[config.mk]
export PLATFORM = sky130hd
export DESIGN_NAME = laser_fault_and_los_status
export DESIGN_NICKNAME = d
export VERILOG_FILES = /design/src/laser_status_pkg.sv /design/src/signal_loss_detector.sv /design/src/laser_fault_and_los_status.sv
export SDC_FILE = /design/constraint.sdc
export NUM_CORES = 1
export LEC_CHECK = 0
export ABC_AREA = 1
export BUFFER_PORTS_ARGS = -buffer_cell sky130_fd_sc_hd__buf_2
export CAP_MARGIN = 40
export CORE_MARGIN = 3
export CORE_UTILIZATION = 40
export CTS_BUF_LIST = sky130_fd_sc_hd__clkbuf_4
export DETAILED_ROUTE_END_ITERATION = 8
export PLACE_DENSITY_LB_ADDON = 0.1
export SYNTH_ARGS = -nofsm -noshare
export SYNTH_HDL_FRONTEND = slang
export SYNTH_HIERARCHICAL = 1
export SYNTH_SLANG_ARGS = --single-unit
[constraint.sdc]
create_clock -name CLK_IN -period 2.7 [get_ports CLK_IN]
set_clock_uncertainty 0.15 [all_clocks]
set_input_delay 0.27 -clock CLK_IN [delete_from_list [all_inputs] [get_ports CLK_IN]]
set_output_delay 0.27 -clock CLK_IN [all_outputs]
set_load 0.005 [all_outputs]
[src/laser_status_pkg.sv]
/*
  Shared constants and types for the laser fault and signal-loss status block:
  management addresses, status byte layout, management states and loss timing.
  Assumes a 20 MHz system clock.
*/
package laser_status_pkg;

  // ****************************************************************
  // Timing
  // ****************************************************************
  localparam int CLK_PERIOD_NS = 50;
  // Longest quiet time on the received data before loss is flagged
  localparam int LOS_TIME_NS = 100000;
  // A longest time rounds down
  localparam int LOS_CYCLES = (LOS_TIME_NS / CLK_PERIOD_NS < 1) ? 1 :
                              LOS_TIME_NS / CLK_PERIOD_NS;

  // ****************************************************************
  // Management map
  // ****************************************************************
  localparam logic [6:0] DIAG_DEV_ADDR = 7'h51;
  localparam logic [7:0] CTRL_FLAG_OFS = 8'h6E;
  localparam int HW_DISABLE_BIT = 7;
  localparam int SOFT_DISABLE_BIT = 6;
  localparam int FAULT_BIT = 2;
  localparam int LOSS_BIT = 1;
  localparam logic [3:0] BITS_PER_BYTE = 4'h8;
  localparam logic [7:0] UNMAPPED_BYTE = 8'h00;

  // ****************************************************************
  // Types
  // ****************************************************************
  typedef struct packed {
    logic hw_disable;
    logic soft_disable;
    logic fault;
    logic loss;
  } status_t;

  typedef enum logic [3:0] {
    ST_IDLE = 4'h0,
    ST_DEV = 4'h1,
    ST_DACK = 4'h3,
    ST_ADDR = 4'h2,
    ST_AACK = 4'h6,
    ST_WR = 4'h7,
    ST_WACK = 4'h5,
    ST_RD = 4'h4,
    ST_RACK = 4'hC
  } mgmt_state_t;

endpackage : laser_status_pkg

[src/signal_loss_detector.sv]
/*
  Transition detector on the received data: flags loss of modulated signal
  after a quiet stretch and clears on the next transition.
  Assumes the received data bit is synchronous to the clock.
*/
`timescale 1ns/1ns
module signal_loss_detector #(
  parameter int LOS_CYCLES = laser_status_pkg::LOS_CYCLES
) (
  input wire logic clk,
  input wire logic rst,
  input wire logic rx_data,
  output logic loss
);

  localparam int CW = $clog2(LOS_CYCLES + 1);
  localparam logic [CW-1:0] LIMIT = CW'(LOS_CYCLES);

  generate
    if (LOS_CYCLES < 1) begin : g_bad
      $error("LOS_CYCLES must be at least one");
    end
  endgenerate

  logic rx_q;
  logic [CW-1:0] quiet;
  logic edge_seen;

  assign edge_seen = rx_q ^ rx_data;

  // Follows the pin through reset so that release never fakes a transition
  always_ff @(posedge clk) begin
    rx_q <= rx_data;
  end

  // ****************************************************************
  // Quiet-time counter and flag
  // ****************************************************************
  // Held at the limit so the counter never wraps during a long outage
  always_ff @(posedge clk) begin
    if (rst) begin
      quiet <= '0;
    end else if (edge_seen) begin
      quiet <= '0;
    end else if (quiet != LIMIT) begin
      quiet <= quiet + CW'(1);
    end
  end

  // Starts flagged: no modulation has been seen yet
  always_ff @(posedge clk) begin
    if (rst) begin
      loss <= 1'b1;
    end else if (edge_seen) begin
      loss <= 1'b0;
    end else if (quiet == LIMIT) begin
      loss <= 1'b1;
    end
  end

endmodule : signal_loss_detector

[src/laser_fault_and_los_status.sv]
/*
  Fault latch, transmitter gating, signal-loss flag and the two-wire
  management slave that exposes the control and flag byte.
  Assumes SCL and SDA arrive synchronous to CLK_IN and that the system
  reset stands for a power cycle of the module.
*/
// Behaviour
// - A catastrophic laser fault raises the fault output and turns the laser off.
// - Fault output is low in normal operation and high while a fault stands.
// - The fault stays latched until transmit-off is toggled or power is cycled.
// - Bit 2 of the control and flag byte shows the fault state.
// - Signal-loss output is high while no modulated input is seen, else low.
// - Bit 1 of the control and flag byte shows the signal-loss state.
// - An over-limit optical level turns the transmitter off at once.
// - Laser is off when hardware transmit-off or soft bit 6 is set.
// - Bit 7 of the control and flag byte shows the hardware transmit-off input.
`timescale 1ns/1ns
module laser_fault_and_los_status #(
  parameter int LOS_CYCLES = laser_status_pkg::LOS_CYCLES
) (
  input wire logic CLK_IN,
  input wire logic SYS_RST_IN,
  input wire logic TX_DISABLE_IN,
  input wire logic LASER_FAULT_DET_IN,
  input wire logic OPTICAL_OVER_LIMIT_IN,
  input wire logic RX_DATA_IN,
  input wire logic SCL_IN,
  input wire logic SDA_IN,
  output logic TX_FAULT_OUT,
  output logic LASER_ENABLE_OUT,
  output logic SIGNAL_LOSS_FLAG_OUT,
  output logic SDA_OUT,
  output logic SDA_OE_OUT
);

  // ****************************************************************
  // Status byte decode
  // ****************************************************************
  function automatic logic [7:0] read_byte(input logic [7:0] addr,
                                           input laser_status_pkg::status_t st);
    logic [7:0] b;
    b = laser_status_pkg::UNMAPPED_BYTE;
    if (addr == laser_status_pkg::CTRL_FLAG_OFS) begin
      b[laser_status_pkg::HW_DISABLE_BIT] = st.hw_disable;
      b[laser_status_pkg::SOFT_DISABLE_BIT] = st.soft_disable;
      b[laser_status_pkg::FAULT_BIT] = st.fault;
      b[laser_status_pkg::LOSS_BIT] = st.loss;
    end
    return b;
  endfunction : read_byte

  laser_status_pkg::status_t status;
  laser_status_pkg::mgmt_state_t state;
  logic soft_disable;
  logic disable_q;
  logic toggle_done;
  logic fault_event;
  logic scl_q;
  logic sda_q;
  logic scl_rise;
  logic scl_fall;
  logic start_seen;
  logic stop_seen;
  logic [7:0] shift;
  logic [7:0] tx_byte;
  logic [7:0] ptr;
  logic [3:0] cnt;
  logic read_mode;
  logic master_nack;
  logic wr_hit;
  logic [7:0] load_byte;

  assign status = '{hw_disable: TX_DISABLE_IN, soft_disable: soft_disable,
                    fault: TX_FAULT_OUT, loss: SIGNAL_LOSS_FLAG_OUT};
  assign load_byte = read_byte(ptr, status);

  // ****************************************************************
  // Fault latch
  // ****************************************************************
  // Eye-safety trips count as faults so they need the same host toggle
  assign fault_event = LASER_FAULT_DET_IN | OPTICAL_OVER_LIMIT_IN;
  // A host that grounds transmit-off never clears a fault except by power
  assign toggle_done = disable_q & ~TX_DISABLE_IN;

  always_ff @(posedge CLK_IN) begin
    if (SYS_RST_IN) begin
      disable_q <= 1'b0;
    end else begin
      disable_q <= TX_DISABLE_IN;
    end
  end

  // A fault arriving with the toggle's fall wins over the clear
  always_ff @(posedge CLK_IN) begin
    if (SYS_RST_IN) begin
      TX_FAULT_OUT <= 1'b0;
    end else if (fault_event) begin
      TX_FAULT_OUT <= 1'b1;
    end else if (toggle_done) begin
      TX_FAULT_OUT <= 1'b0;
    end
  end

  // ****************************************************************
  // Transmitter gating
  // ****************************************************************
  // The live fault inputs gate directly so the laser drops without waiting on the latch
  always_ff @(posedge CLK_IN) begin
    if (SYS_RST_IN) begin
      LASER_ENABLE_OUT <= 1'b0;
    end else begin
      LASER_ENABLE_OUT <= ~(TX_DISABLE_IN | soft_disable | TX_FAULT_OUT | fault_event);
    end
  end

  // ****************************************************************
  // Signal loss
  // ****************************************************************
  signal_loss_detector #(
    .LOS_CYCLES(LOS_CYCLES)
  ) u_loss (
    .clk(CLK_IN),
    .rst(SYS_RST_IN),
    .rx_data(RX_DATA_IN),
    .loss(SIGNAL_LOSS_FLAG_OUT)
  );

  // ****************************************************************
  // Two-wire management slave
  // ****************************************************************
  assign scl_rise = ~scl_q & SCL_IN;
  assign scl_fall = scl_q & ~SCL_IN;
  assign start_seen = scl_q & SCL_IN & sda_q & ~SDA_IN;
  assign stop_seen = scl_q & SCL_IN & ~sda_q & SDA_IN;
  assign wr_hit = (state == laser_status_pkg::ST_WR) && scl_fall &&
                  (cnt == laser_status_pkg::BITS_PER_BYTE) &&
                  (ptr == laser_status_pkg::CTRL_FLAG_OFS);

  always_ff @(posedge CLK_IN) begin
    if (SYS_RST_IN) begin
      scl_q <= 1'b1;
      sda_q <= 1'b1;
    end else begin
      scl_q <= SCL_IN;
      sda_q <= SDA_IN;
    end
  end

  always_ff @(posedge CLK_IN) begin
    if (SYS_RST_IN) begin
      soft_disable <= 1'b0;
    end else if (wr_hit) begin
      soft_disable <= shift[laser_status_pkg::SOFT_DISABLE_BIT];
    end
  end

  // Open drain: only ever pulls low
  always_ff @(posedge CLK_IN) begin
    if (SYS_RST_IN) begin
      SDA_OUT <= 1'b0;
    end else begin
      SDA_OUT <= 1'b0;
    end
  end

  always_ff @(posedge CLK_IN) begin
    if (SYS_RST_IN) begin
      state <= laser_status_pkg::ST_IDLE;
      SDA_OE_OUT <= 1'b0;
      shift <= 8'h00;
      tx_byte <= 8'h00;
      ptr <= 8'h00;
      cnt <= 4'h0;
      read_mode <= 1'b0;
      master_nack <= 1'b0;
    end else if (start_seen) begin
      state <= laser_status_pkg::ST_DEV;
      SDA_OE_OUT <= 1'b0;
      cnt <= 4'h0;
    end else if (stop_seen) begin
      state <= laser_status_pkg::ST_IDLE;
      SDA_OE_OUT <= 1'b0;
    end else begin
      case (state)
        laser_status_pkg::ST_DEV, laser_status_pkg::ST_ADDR, laser_status_pkg::ST_WR: begin
          if (scl_rise) begin
            shift <= {shift[6:0], SDA_IN};
            cnt <= cnt + 4'h1;
          end else if (scl_fall && cnt == laser_status_pkg::BITS_PER_BYTE) begin
            cnt <= 4'h0;
            SDA_OE_OUT <= 1'b1;
            if (state == laser_status_pkg::ST_DEV) begin
              read_mode <= shift[0];
              if (shift[7:1] == laser_status_pkg::DIAG_DEV_ADDR) begin
                state <= laser_status_pkg::ST_DACK;
              end else begin
                state <= laser_status_pkg::ST_IDLE;
                SDA_OE_OUT <= 1'b0;
              end
            end else if (state == laser_status_pkg::ST_ADDR) begin
              ptr <= shift;
              state <= laser_status_pkg::ST_AACK;
            end else begin
              ptr <= ptr + 8'h01;
              state <= laser_status_pkg::ST_WACK;
            end
          end
        end
        laser_status_pkg::ST_DACK: begin
          if (scl_fall) begin
            if (read_mode) begin
              tx_byte <= load_byte;
              SDA_OE_OUT <= ~load_byte[7];
              ptr <= ptr + 8'h01;
              state <= laser_status_pkg::ST_RD;
            end else begin
              SDA_OE_OUT <= 1'b0;
              state <= laser_status_pkg::ST_ADDR;
            end
          end
        end
        laser_status_pkg::ST_AACK, laser_status_pkg::ST_WACK: begin
          if (scl_fall) begin
            SDA_OE_OUT <= 1'b0;
            state <= laser_status_pkg::ST_WR;
          end
        end
        laser_status_pkg::ST_RD: begin
          if (scl_rise) begin
            cnt <= cnt + 4'h1;
          end else if (scl_fall) begin
            if (cnt == laser_status_pkg::BITS_PER_BYTE) begin
              cnt <= 4'h0;
              SDA_OE_OUT <= 1'b0;
              state <= laser_status_pkg::ST_RACK;
            end else begin
              SDA_OE_OUT <= ~tx_byte[6];
              tx_byte <= {tx_byte[6:0], 1'b0};
            end
          end
        end
        laser_status_pkg::ST_RACK: begin
          if (scl_rise) begin
            master_nack <= SDA_IN;
          end else if (scl_fall) begin
            if (master_nack) begin
              state <= laser_status_pkg::ST_IDLE;
            end else begin
              tx_byte <= load_byte;
              SDA_OE_OUT <= ~load_byte[7];
              ptr <= ptr + 8'h01;
              state <= laser_status_pkg::ST_RD;
            end
          end
        end
        default: begin
          state <= laser_status_pkg::ST_IDLE;
          SDA_OE_OUT <= 1'b0;
        end
      endcase
    end
  end

endmodule : laser_fault_and_los_status

; ---- Word level (Yosys, flattened, before mapping)
; Cells that the tools add are included.
[totals]
register_bits = 53
input_bits = 8
out_inout_bits = 5
elab_cells = 168
[op_classes]
add_sub_neg = 3
n_eq_ne = 38
n_mux = 62
n_bitwise = 24
n_reduce_logical = 23
[op_table]
columns = operator, n
row1 = $mux 8, 9
row2 = $mux 4, 15
row3 = $mux 7, 8
row4 = $ne 4x4->1 const B, 9
row5 = $reduce_and 9->1, 3
row6 = $ne 2x2->1 const B, 13
row7 = $pmux 8 s3, 1
row8 = $reduce_and 11->1, 2
row9 = $pmux 7 s3, 1
row10 = $pmux 4 s5, 1
row11 = $mux 1, 19
row12 = $eq 4x3->1 const B, 4
row13 = $add 11x1->11 const B, 1
row14 = $eq 11x11->1 const B, 1
row15 = $ne 11x11->1 const B, 1
row16 = $not 1->1, 11
row17 = $ne 3x3->1 const B, 3
row18 = $add 8x1->8 const B, 1
row19 = $and 1x1->1, 8
row20 = $eq 4x2->1 const B, 2
row21 = $eq 4x4->1 const B, 2
row22 = $eq 8x7->1 const B, 1
row23 = $mux 2, 4
row24 = $pmux 4 s2, 1
row25 = 15 further kinds, 29

; ---- Depth between registers and ports, before layout
; Gate-level depths: netlist of the first run.
[logic_depth]
ltp_word = 8
depth_mapped = 12
depth_no_buf = 12

; ---- Cells and area by module
; The synthesis of the first run kept the hierarchy.
[modules_own_cells]
columns = mod, n_inst, cells_per_inst, area_per_inst_um2, seq_area_each_um2
row1 = laser_fault_and_los_status, 1, 379, 2422.3, 780.7
row2 = signal_loss_detector, 1, 94, 678.2, 260.2

; ---- Worst setup path before layout of the first run
; Ideal clock, no wire load.
[synth_path]
path_type = reg2reg
from = reg scl_q
to = reg ptr[0]
setup_time_ns = 0.114
arrival_ns = 1.507
t_required_ns = 2.436
slack_ns = 0.929
path_stages_with_launch = 11
n_path_buf = 1
period_less_slack_ns = 1.771
path_cell_list = dfxtp_1 -> ha_1 -> nand2_1 -> nor2_1 -> nor2_2 -> nand3_1 -> nor2_1 -> nand3_2 -> buf_6 -> o21bai_1 -> nor2_1
[synth_between]
elab_chain_len = 5
elab_cells_between_ends = 17
cone_classes = eq/ne (5) / bitwise (10) / reduce/logical (2)
[synth_rtl]
columns = element, line
row1 = start: declaration, laser_fault_and_los_status.sv:58  ; logic scl_q;
row2 = start signal: assignment, laser_fault_and_los_status.sv:141  ; scl_q <= 1'b1;
row3 = start signal: assignment, laser_fault_and_los_status.sv:144  ; scl_q <= SCL_IN;
row4 = $and 1x1->1, "laser_fault_and_los_status.sv:133, laser_fault_and_los_status.sv:134"
row5 = "$and 1x1->1, on equally long branches (2 in series)", "laser_fault_and_los_status.sv:134, laser_fault_and_los_status.sv:133"
row6 = $not 1->1 (no line), n/a
row7 = $reduce_and 11->1 (no line) *, n/a
row8 = end signal: assignment, laser_fault_and_los_status.sv:201  ; ptr <= shift;
row9 = end signal: assignment, laser_fault_and_los_status.sv:204  ; ptr <= ptr + 8'h01;
row10 = end signal: assignment, laser_fault_and_los_status.sv:214  ; ptr <= ptr + 8'h01;
row11 = end: declaration, laser_fault_and_los_status.sv:66  ; logic [7:0] ptr;
; Mark *: on every way between the ends. The rest lies on a longest branch, timed or not.
; A chain may end at the register's enable or synchronous reset.

; ---- Final worst setup path of the first run
[layout_path]
from = in SCL_IN
to = reg ptr[1]
[layout_between]
elab_chain_len = 5
elab_cells_between_ends = 17
cone_classes = eq/ne (5) / bitwise (10) / reduce/logical (2)
[layout_rtl]
columns = element, line
row1 = start: declaration, laser_fault_and_los_status.sv:27  ; input wire logic SCL_IN,
row2 = $and 1x1->1 or $not 1->1 (tied branches), "laser_fault_and_los_status.sv:133, laser_fault_and_los_status.sv:134, laser_fault_and_los_status.sv:132"
row3 = "$and 1x1->1, on equally long branches", "laser_fault_and_los_status.sv:134, laser_fault_and_los_status.sv:132, laser_fault_and_los_status.sv:133"
row4 = "$and 1x1->1, or another cell as far along", laser_fault_and_los_status.sv:134  ; assign stop_seen = scl_q & SCL_IN & ~sda_q & SDA_IN;
row5 = $not 1->1 (no line) or $ne 2x2->1 (tied branches), n/a
row6 = $reduce_and 11->1 (no line) *, n/a
; Marked as above.

==> impl_metrics.csv, run 1 <==
group,metric,value,unit
floorplanning,fp.dieW,94.0,µm
yosys,avgSynthCellArea,6.55,µm²
place,io_buffers,11,
yosys,yosys_warnings,6,
clock_tree,clock-root-buffer,"clkbuf_4",
place,pre_cts_ws,0.597,ns
sta,rsz0062_at_grt,"no",
job,drv_cap,0,
final_layout,postLayoutCoreUtil,45.5,%
yosys,post-synth-top-area-fraction,33.6,%
yosys,async_flop_share,0,%
yosys,ys_ff_latch,52,
final_layout,diodes,0,
worst_setup_path,cp_top_family,"buffers and inverters",
clock_tree,tritoncts,"built",
drt,ant_nets,0,
clock_tree,clk_pin_slew,0.17,ns
sta,timing.fmax,445,MHz
sta,worst_slew_pin_slew,0.703,ns
yosys,yosys.cell_types.count,39,
sta,min_period,2.25,ns
floorplanning,ios,13,
worst_setup_path,setup.worst_path.start,"SCL_IN",
clock_tree,post-cts-setup-buffers,0,
yosys,synth_common_cells,"nand2_1, nor2_1, inv_1",
drt,drt_iter0_markers,271,
worst_setup_path,critPathLaunchType,"input port",
yosys,synth_edf_count,0,
worst_setup_path,r2r_start,"scl_q",
sta,fin_setup_tns,0,ns
place,place_congestion,0.978,
yosys,yosysSeqAreaShare,33.6,%
floorplanning,dieArea,8840,µm²
clock_tree,clk_path_buf_depth,2,
floorplanning,die_y,94.0,µm
yosys,synth_top_cell_by_area,"dfxtp_1",
sta,holdWs,0.0494,ns
worst_setup_path,arrival,2.44,ns
sta,setup_slack,0.451,ns
yosys,synth_nets,490,
yosys,synthFlopType,"dfxtp_1",
drt,drc,0,
yosys,synth_area,3100,µm²
global_route,grt_pass1_vias,2632,
outcome,outcome,"finished, final reports clean",
final_layout,area_growth,8.11,%
worst_setup_path,crit_type,"input port to flop",
drt,route.vias.total,2891,
clock_tree,clk_latency,0.38,ns
worst_setup_path,critical-path-max-stage-delay,0.53,ns
worst_setup_path,path_buf_inv,6,
min_path,hold_start,"OPTICAL_OVER_LIMIT_IN",
final_layout,drive_gt1_share,11.2,%
floorplanning,rows,31,
final_layout,layout.nets,507,
worst_setup_path,crit_fanout,13,
sta,setup_viol,0,
worst_setup_path,crit_slowest_cell,"dlygate4sd3_1",
drt,viasPerCell,4.90,
clock_tree,cts_sinks,52,
yosys,synth_area_leaders,"dfxtp_1, nand2_1, nor2_1",
worst_setup_path,cp_common_cell,"inv_1",
sta,slew_viol_final,0,
global_route,overflow,0,
power,cellPowerDensity,716,nW/µm²
global_route,grt_max_degree,23,
yosys,netlist_instances,473,
drt,dr.pass1.iters,5,
clock_tree,cts_resized,0,
global_route,grtUsageTotal,16.5,%
floorplanning,core_area,7370,µm²
worst_setup_path,path_cells,"dlygate4sd3_1 -> buf_2 -> inv_1 -> ha_1 -> inv_1 -> nor2_1 -> inv_1 -> a21oi_1 -> nand3_2 -> inv_1 -> nor2_1 -> nor2_1",
sta,finalHoldViolCount,0,
sta,maxSlewHeadroom,53.1,%
yosys,synth.most_common_cell,"nand2_1",
clock_tree,htree_num_levels,2,
clock_tree,numCtsBuffers,5,
global_route,antenna_found_initial,0,
power,worst_ir_drop_vdd,221,µV
min_path,hp-class,"input port to flop",
drt,wl_per_cell,11.5,µm
worst_setup_path,critPathRequiredTime,2.89,ns
drt,wl,6800,µm
floorplanning,floorplan.initialDensity,42.1,%
place,dp_hpwl,5100,µm
power,leakage,1.48,nW
sta,finalCritPeriodShare,83.3,%
global_route,grt_pass1_wl,11800,µm
clock_tree,ctsHoldBuffers,6,
worst_setup_path,end_kind,"flop",
==> state kept, by name, summed over array words and instances (netlist names), 4 cells and up <==
name          cells
u_loss/quiet     11
cnt               4
ptr               8
state             4
tx_byte           6
shift             8
==> power breakdown <==
group,switching [mW],internal [mW],leakage [nW]
sequential,0.126,0.896,0.424
clock,0.269,0.103,0.0274
combinational,0.651,0.355,1.03
total,1.05,1.35,1.48
==> cells in the final DEF (no fill, tap or decap), types with 4 or more instances in the layout <==
| master | Yosys | final |
|---|---|---|
| buf_2 | 1 | 11 |
| nor3_1 | 4 | 4 |
| nor2_2 | 4 | 4 |
| o21ai_0 | 21 | 21 |
| nand3_2 | 4 | 4 |
| nand3_1 | 41 | 41 |
| inv_2 | 5 | 5 |
| nand4_1 | 5 | 5 |
| inv_1 | 55 | 55 |
| clkbuf_4 | 0 | 5 |
| nand2_2 | 6 | 6 |
| a31oi_1 | 4 | 4 |
| dlygate4sd3_1 | 0 | 6 |
| nor2_1 | 71 | 71 |
| dfxtp_1 | 52 | 52 |
| nor2_4 | 6 | 6 |
| ha_1 | 9 | 9 |
| nand2_1 | 120 | 120 |
| a21oi_1 | 29 | 29 |
==> routing by layer <==
metal,part of all wire (%),vias to the layer above,global-route usage [%]
li1,-,1536,-
met1,51,1291,22.8
met2,44,55,26.3
met3,3.9,9,2.64
met4,1.6,0,5.05
met5,0,-,0
==> final cells by class <==
type / count / area, µm²
well taps: 99 / 124
inverters: 61 / 229
clock inverters: 3 / 23.8
multi-input cells: 350 / 1760
flip-flops and latches: 52 / 1040
fillers: 777 / 4020
clock buffers: 5 / 37.5
repair buffers: 20 / 138
==> per-stage QoR <==
step	power (mW)	cells	instance area (µm²)
6_report	2.40	590	3350
3_3_place_gp	2.03	576	3230
5_1_grt	2.64	590	3350
2_1_floorplan	1.84	473	3100
4_1_cts	2.43	590	3350
3_5_place_dp	2.04	576	3230
==> worst paths after layout <==
kind	end	slack (ns)	cells after the start
setup / recovery	ptr[1]	0.45	12
hold / removal	TX_FAULT_OUT	0.05	3
setup reg to reg	ptr[1]	0.63	9
hold reg to reg	TX_FAULT_OUT	0.28	1
==> worst register-to-register path: stages (launching register included) <==
cell and delay (ns):
dfxtp_1 0.40, inv_1 0.05, ha_1 0.23, inv_1 0.26, a21oi_1 0.17, a21oi_1 0.19
nand3_2 0.27, inv_1 0.18, nor2_1 0.05, nor2_1 0.09
==> cell families after synthesis <==
group / share of synthesized area [%]
AO/OA/AOI/OAI: 11.1
XOR/XNOR: 1.41
adder cells (fa/ha/maj): 3.63
buffers and inverters: 9.68
flip-flops: 33.6
other: 0.121
AND/OR/NAND/NOR: 40.4
Power figures use the tool's default switching activity.
==> run 2, diff against run 1 <==
- clock period: 2.7 -> 2 ns (I/O delays scaled with it)
==> impl_metrics.csv, run 2 (synthesis gave the netlist of run 1 again) <==
group,metric,value,unit
power,intPower,2.14,mW
min_path,hp-class,"flop to flop",
sta,holdWs,0.281,ns
final_layout,layout_common_cells,"nand2_1, nor2_1, inv_1",
final_layout,seq_area,1040,µm²
drt,viasPerCell,4.80,
drt,drt_iter0_markers,146,
worst_setup_path,crit_slowest_cell,"dfxtp_1",
sta,finalCritPeriodShare,90.7,%
worst_setup_path,critPathLaunchType,"flop",
clock_tree,clock-root-buffer,"clkbuf_4",
worst_setup_path,path_buf_inv,2,
clock_tree,clk_latency,0.37,ns
min_path,whs_endpoint,"TX_FAULT_OUT",
worst_setup_path,r2r_start,"scl_q",
drt,ant_nets,0,
global_route,grt_pass1_wl,12000,µm
clock_tree,clk_path_buf_depth,2,
worst_setup_path,r2r_end,"ptr[1]",
global_route,overflow,0,
floorplanning,ios,13,
global_route,grt_pass1_vias,2683,
floorplanning,core_area,7370,µm²
final_layout,multi_input_comb_area,1790,µm²
drt,route.vias.total,2884,
final_layout,layout.nets,519,
worst_setup_path,crit_type,"flop to flop",
worst_setup_path,rrSetupSlack,0.19,ns
place,io_buffers,11,
power,cellPowerDensity,1010,nW/µm²
floorplanning,die_y,94.0,µm
sta,slew_viol_final,0,
sta,setup_viol,0,
job,drv_cap,0,
place,place_congestion,0.919,
clock_tree,tritoncts,"built",
sta,setup_slack,0.185,ns
place,dp_hpwl,5240,µm
worst_setup_path,critical-path-max-stage-delay,0.38,ns
floorplanning,rows,31,
final_layout,drive_gt1_share,13.9,%
clock_tree,cts_sinks,52,
power,p_switching,1.43,mW
worst_setup_path,path_cells,"ha_1 -> inv_1 -> nand3_1 -> nand2_1 -> nor2_4 -> nand3_4 -> inv_1 -> nor2_1 -> nor2_1",
global_route,grtUsageTotal,16.7,%
place,pre_cts_ws,-0.0351,ns
clock_tree,numCtsBuffers,5,
sta,min_period,1.81,ns
drt,wl,6850,µm
final_layout,reg_top3,"u_loss/quiet (11), ptr (8), shift (8)",
worst_setup_path,cp_top_family,"simple AND/OR/NAND/NOR gates",
floorplanning,dieArea,8840,µm²
drt,wl_per_cell,11.4,µm
final_layout,nFillCells,778,
final_layout,layout_commonest_cell,"nand2_1",
floorplanning,floorplan.initialDensity,42.1,%
worst_setup_path,end_kind,"flop",
worst_setup_path,r2r_cells,9,
final_layout,largest_reg_flops,11,
worst_setup_path,critPathRequiredTime,2.17,ns
drt,drc,0,
worst_setup_path,crit_fanout,13,
global_route,grt_max_degree,16,
final_layout,regMostFlops,"u_loss/quiet",
min_path,whs_path_depth,1,
power,leakage,1.58,nW
min_path,hold_start,"disable_q",
global_route,antenna_found_initial,0,
worst_setup_path,arrival,1.98,ns
power,worst_ir_drop_vdd,311,µV
sta,timing.fmax,551,MHz
outcome,outcome,"finished, final reports clean",
power,combPwrFrac,41.1,%
floorplanning,fp.dieW,94.0,µm
clock_tree,htree_num_levels,2,
power,p_sw_share,40.0,%
sta,finalHoldViolCount,0,
clock_tree,clk_pin_slew,0.16,ns
drt,dr.pass1.iters,5,
power,pwr-share-seq,38.7,%
power,pwr-share-clk,20.1,%
final_layout,diodes,0,
final_layout,area_growth,13.8,%
==> run 2: cell count changes in the layout (fill, tap and decap cells not counted), moves of 2 or more <==
cell / before / now
buf_4: 3 / 13
clkinvlp_4: 2 / 0
dfxtp_1: 52 / 50
bufinv_16: 0 / 2
nor2_1: 71 / 69
nor2_4: 6 / 8
dfxtp_2: 0 / 2
==> run 2: worst max-delay path by stage <==
stage | startpoint | end | slack (ns) | depth (start not counted)
after floorplan | scl_q | ptr[0] | 0.23 | 10
after global placement | SCL_IN | tx_byte[2] | 0.02 | 10
final | scl_q | ptr[1] | 0.19 | 9
after CTS | scl_q | ptr[1] | 0.01 | 10
after global routing | scl_q | ptr[1] | -0.0008 | 10
after detailed placement | SCL_IN | tx_byte[6] | -0.04 | 10
==> run 2: layout make-up <==
cell class | instances | area share [%]
multi-input cells | 350 | 50.8
flip-flops and latches | 52 | 29.6
repair buffers | 32 | 6.88
inverters | 61 | 6.49
well taps | 99 | 3.51
clock inverters | 2 | 1.70
clock buffers | 5 | 1.06
==> run 2: worst register-to-register path, cell delays in order (launching register included) <==
cell	delay (ns)
dfxtp_1	0.38
ha_1	0.17
inv_1	0.11
nand3_1	0.16
nand2_1	0.16
nor2_4	0.18
nand3_4	0.18
inv_1	0.14
nor2_1	0.05
nor2_1	0.10
==> run 2: routing by layer <==
layer,part of all wire [%],global-route usage [%]
met5,0,0
met1,49,22.7
met3,4.5,2.88
met4,0.98,4.81
met2,46,26.9
==> run 2: what timing repair did <==
item | 4_1_cts | 5_1_grt
endpoints found under the setup margin | 6 | 17
pin swaps | 0 | 3
hold buffers | 7 | 0
buffers inserted | 0 | 1
endpoints found under the hold margin | 9 | 0
gates resized for setup | 1 | 8
==> run 2: power groups by stage <==
stage	logic, mW	registers, mW	clock network [mW]
floorplan	1.13	1.35	0
global placement	1.37	1.41	0
detailed placement	1.37	1.41	0
CTS	1.40	1.38	0.749
global route	1.70	1.42	0.786
finish	1.47	1.38	0.719
==> run 2: stage by stage <==
step                instance area, µm²  util [%]  total power, mW  std cells   TNS (ns)
CTS                               3480      47.2             3.53        600          0
floorplan                         3100         -             2.48        473          0
detailed placement                3310      44.9             2.78        586     -0.182
global placement                  3310      44.9             2.77        586          0
global route                      3530      47.9             3.91        601  -0.000848
finish                            3530      47.9             3.57        601          0
==> run 3, diff against run 2 <==
- CORE_ASPECT_RATIO: unset -> 0.75
==> impl_metrics.csv, run 3 (synthesis gave the netlist of run 1 again) <==
group,metric,value,unit
place,place_area,3320,µm²
power,p_sw_share,42.3,%
floorplanning,die_y,82.2,µm
power,p_switching,1.53,mW
sta,maxSlewHeadroom,66.4,%
floorplanning,dieArea,8850,µm²
drt,route.vias.total,2953,
clock_tree,clk_path_buf_depth,2,
sta,finalHoldViolCount,0,
final_layout,drive_gt1_share,15.9,%
sta,finalCritPeriodShare,94.9,%
floorplanning,fp.dieW,108,µm
global_route,grt_pass1_vias,2639,
power,cellPowerDensity,1000,nW/µm²
power,power,3.62,mW
drt,drc,0,
worst_setup_path,crit_fanout,7,
final_layout,diodes,0,
clock_tree,clk_latency,0.38,ns
floorplanning,floorplan.initialDensity,41.7,%
drt,wl,7420,µm
sta,setup_viol,0,
floorplanning,rows,27,
place,place_congestion,0.932,
place,io_buffers,11,
final_layout,reg_top3,"u_loss/quiet (11), ptr (8), shift (8)",
global_route,grt_pass1_wl,12500,µm
power,combPwrFrac,44.2,%
worst_setup_path,critPathRequiredTime,2.15,ns
final_layout,largest_reg_flops,11,
floorplanning,ios,13,
outcome,outcome,"finished, final reports clean",
min_path,whs_path_depth,1,
power,worst_ir_drop_vdd,445,µV
global_route,grt_max_degree,18,
power,pwr-share-seq,38.2,%
clock_tree,clock-root-buffer,"clkbuf_4",
power,pwr-share-clk,17.6,%
clock_tree,htree_num_levels,2,
worst_setup_path,critPathLaunchType,"flop",
final_layout,area_growth,16.4,%
sta,min_period,1.90,ns
place,place_inst,590,
drt,viasPerCell,4.83,
power,leakage,1.60,nW
final_layout,final_cells,611,
sta,slew_viol_final,0,
clock_tree,cts_sinks,52,
final_layout,regMostFlops,"u_loss/quiet",
drt,wl_per_cell,12.1,µm
final_layout,layout_commonest_cell,"nand2_1",
place,dp_hpwl,5580,µm
worst_setup_path,crit_type,"flop to flop",
final_layout,layout_common_cells,"nand2_1, nor2_1, inv_1",
clock_tree,numCtsBuffers,5,
global_route,antenna_found_initial,0,
drt,drt_iter0_markers,273,
clock_tree,clk_pin_slew,0.16,ns
job,drv_cap,0,
global_route,overflow,0,
drt,dr.pass1.iters,4,
final_layout,stdcell_area,3610,µm²
drt,ant_nets,0,
floorplanning,core_area,7430,µm²
worst_setup_path,arrival,2.05,ns
final_layout,layout.nets,526,
worst_setup_path,r2r_cells,10,
clock_tree,tritoncts,"built",
worst_setup_path,end_kind,"flop",
sta,worst_slew_pin_slew,0.503,ns
sta,timing.fmax,527,MHz
power,intPower,2.09,mW
global_route,grtUsageTotal,17.5,%
min_path,hp-class,"flop to flop",
[run 3: worst paths after layout]
| kind | endpoint | slack [ns] | from |
|---|---|---|---|
| worst min register to register | TX_FAULT_OUT | 0.28 | disable_q |
| worst max-delay path | ptr[2] | 0.10 | scl_q |
| worst min-delay path | TX_FAULT_OUT | 0.28 | disable_q |
| worst max register to register | ptr[2] | 0.10 | scl_q |
[run 3: critical path: stages (launching register included)]
cell      delay, ns
dfxtp_2        0.36
ha_1           0.19
nand2_1        0.08
nor2_2         0.06
nor2_2         0.16
buf_6          0.13
nand3_1        0.10
nor2_4         0.21
nand3_4        0.15
o21bai_1       0.17
nor2_1         0.05
[run 3: layout make-up]
cell class	instances	area, µm²
clock buffers	5	37.5
clock inverters	3	46.3
fillers	790	3820
inverters	61	229
multi-input cells	351	1830
flip-flops and latches	52	1040
well taps	101	126
repair buffers	38	294
[run 3: per-stage QoR]
stage	hold slack [ns]	setup slack (ns)	util (%)	setup TNS, ns
6_report	0.284	0.102	48.6	0
5_1_grt	0.304	-0.0139	48.6	-0.0385
4_1_cts	0.000350	0.0399	47.0	0
3_5_place_dp	0.180	-0.0556	44.7	-0.274
3_3_place_gp	0.178	-0.0893	44.7	-0.382
2_1_floorplan	0.0777	0.229	-	0
[run 3: what timing repair did]
action	CTS	global route
gates resized for setup	3	14
cloned	0	1
hold buffers	7	1
endpoints found under the setup margin	13	23
endpoints found under the hold margin	8	1
pin swaps	0	4
setup buffers	0	4
[run 3: routing by layer]
metal	vias up	track usage (%)	routed length, µm
met5	-	0	0
met4	0	3.15	12
met3	2	3.73	351
met2	60	24.9	2910
met1	1307	27.1	4150
li1	1584	-	-
[run 3: power groups by stage]
stage	combinational, mW	sequential [mW]	clock, mW
4_1_cts	1.44	1.38	0.658
3_3_place_gp	1.40	1.40	0
6_report	1.60	1.38	0.638
3_5_place_dp	1.40	1.40	0
5_1_grt	1.84	1.41	0.705
2_1_floorplan	1.13	1.35	0
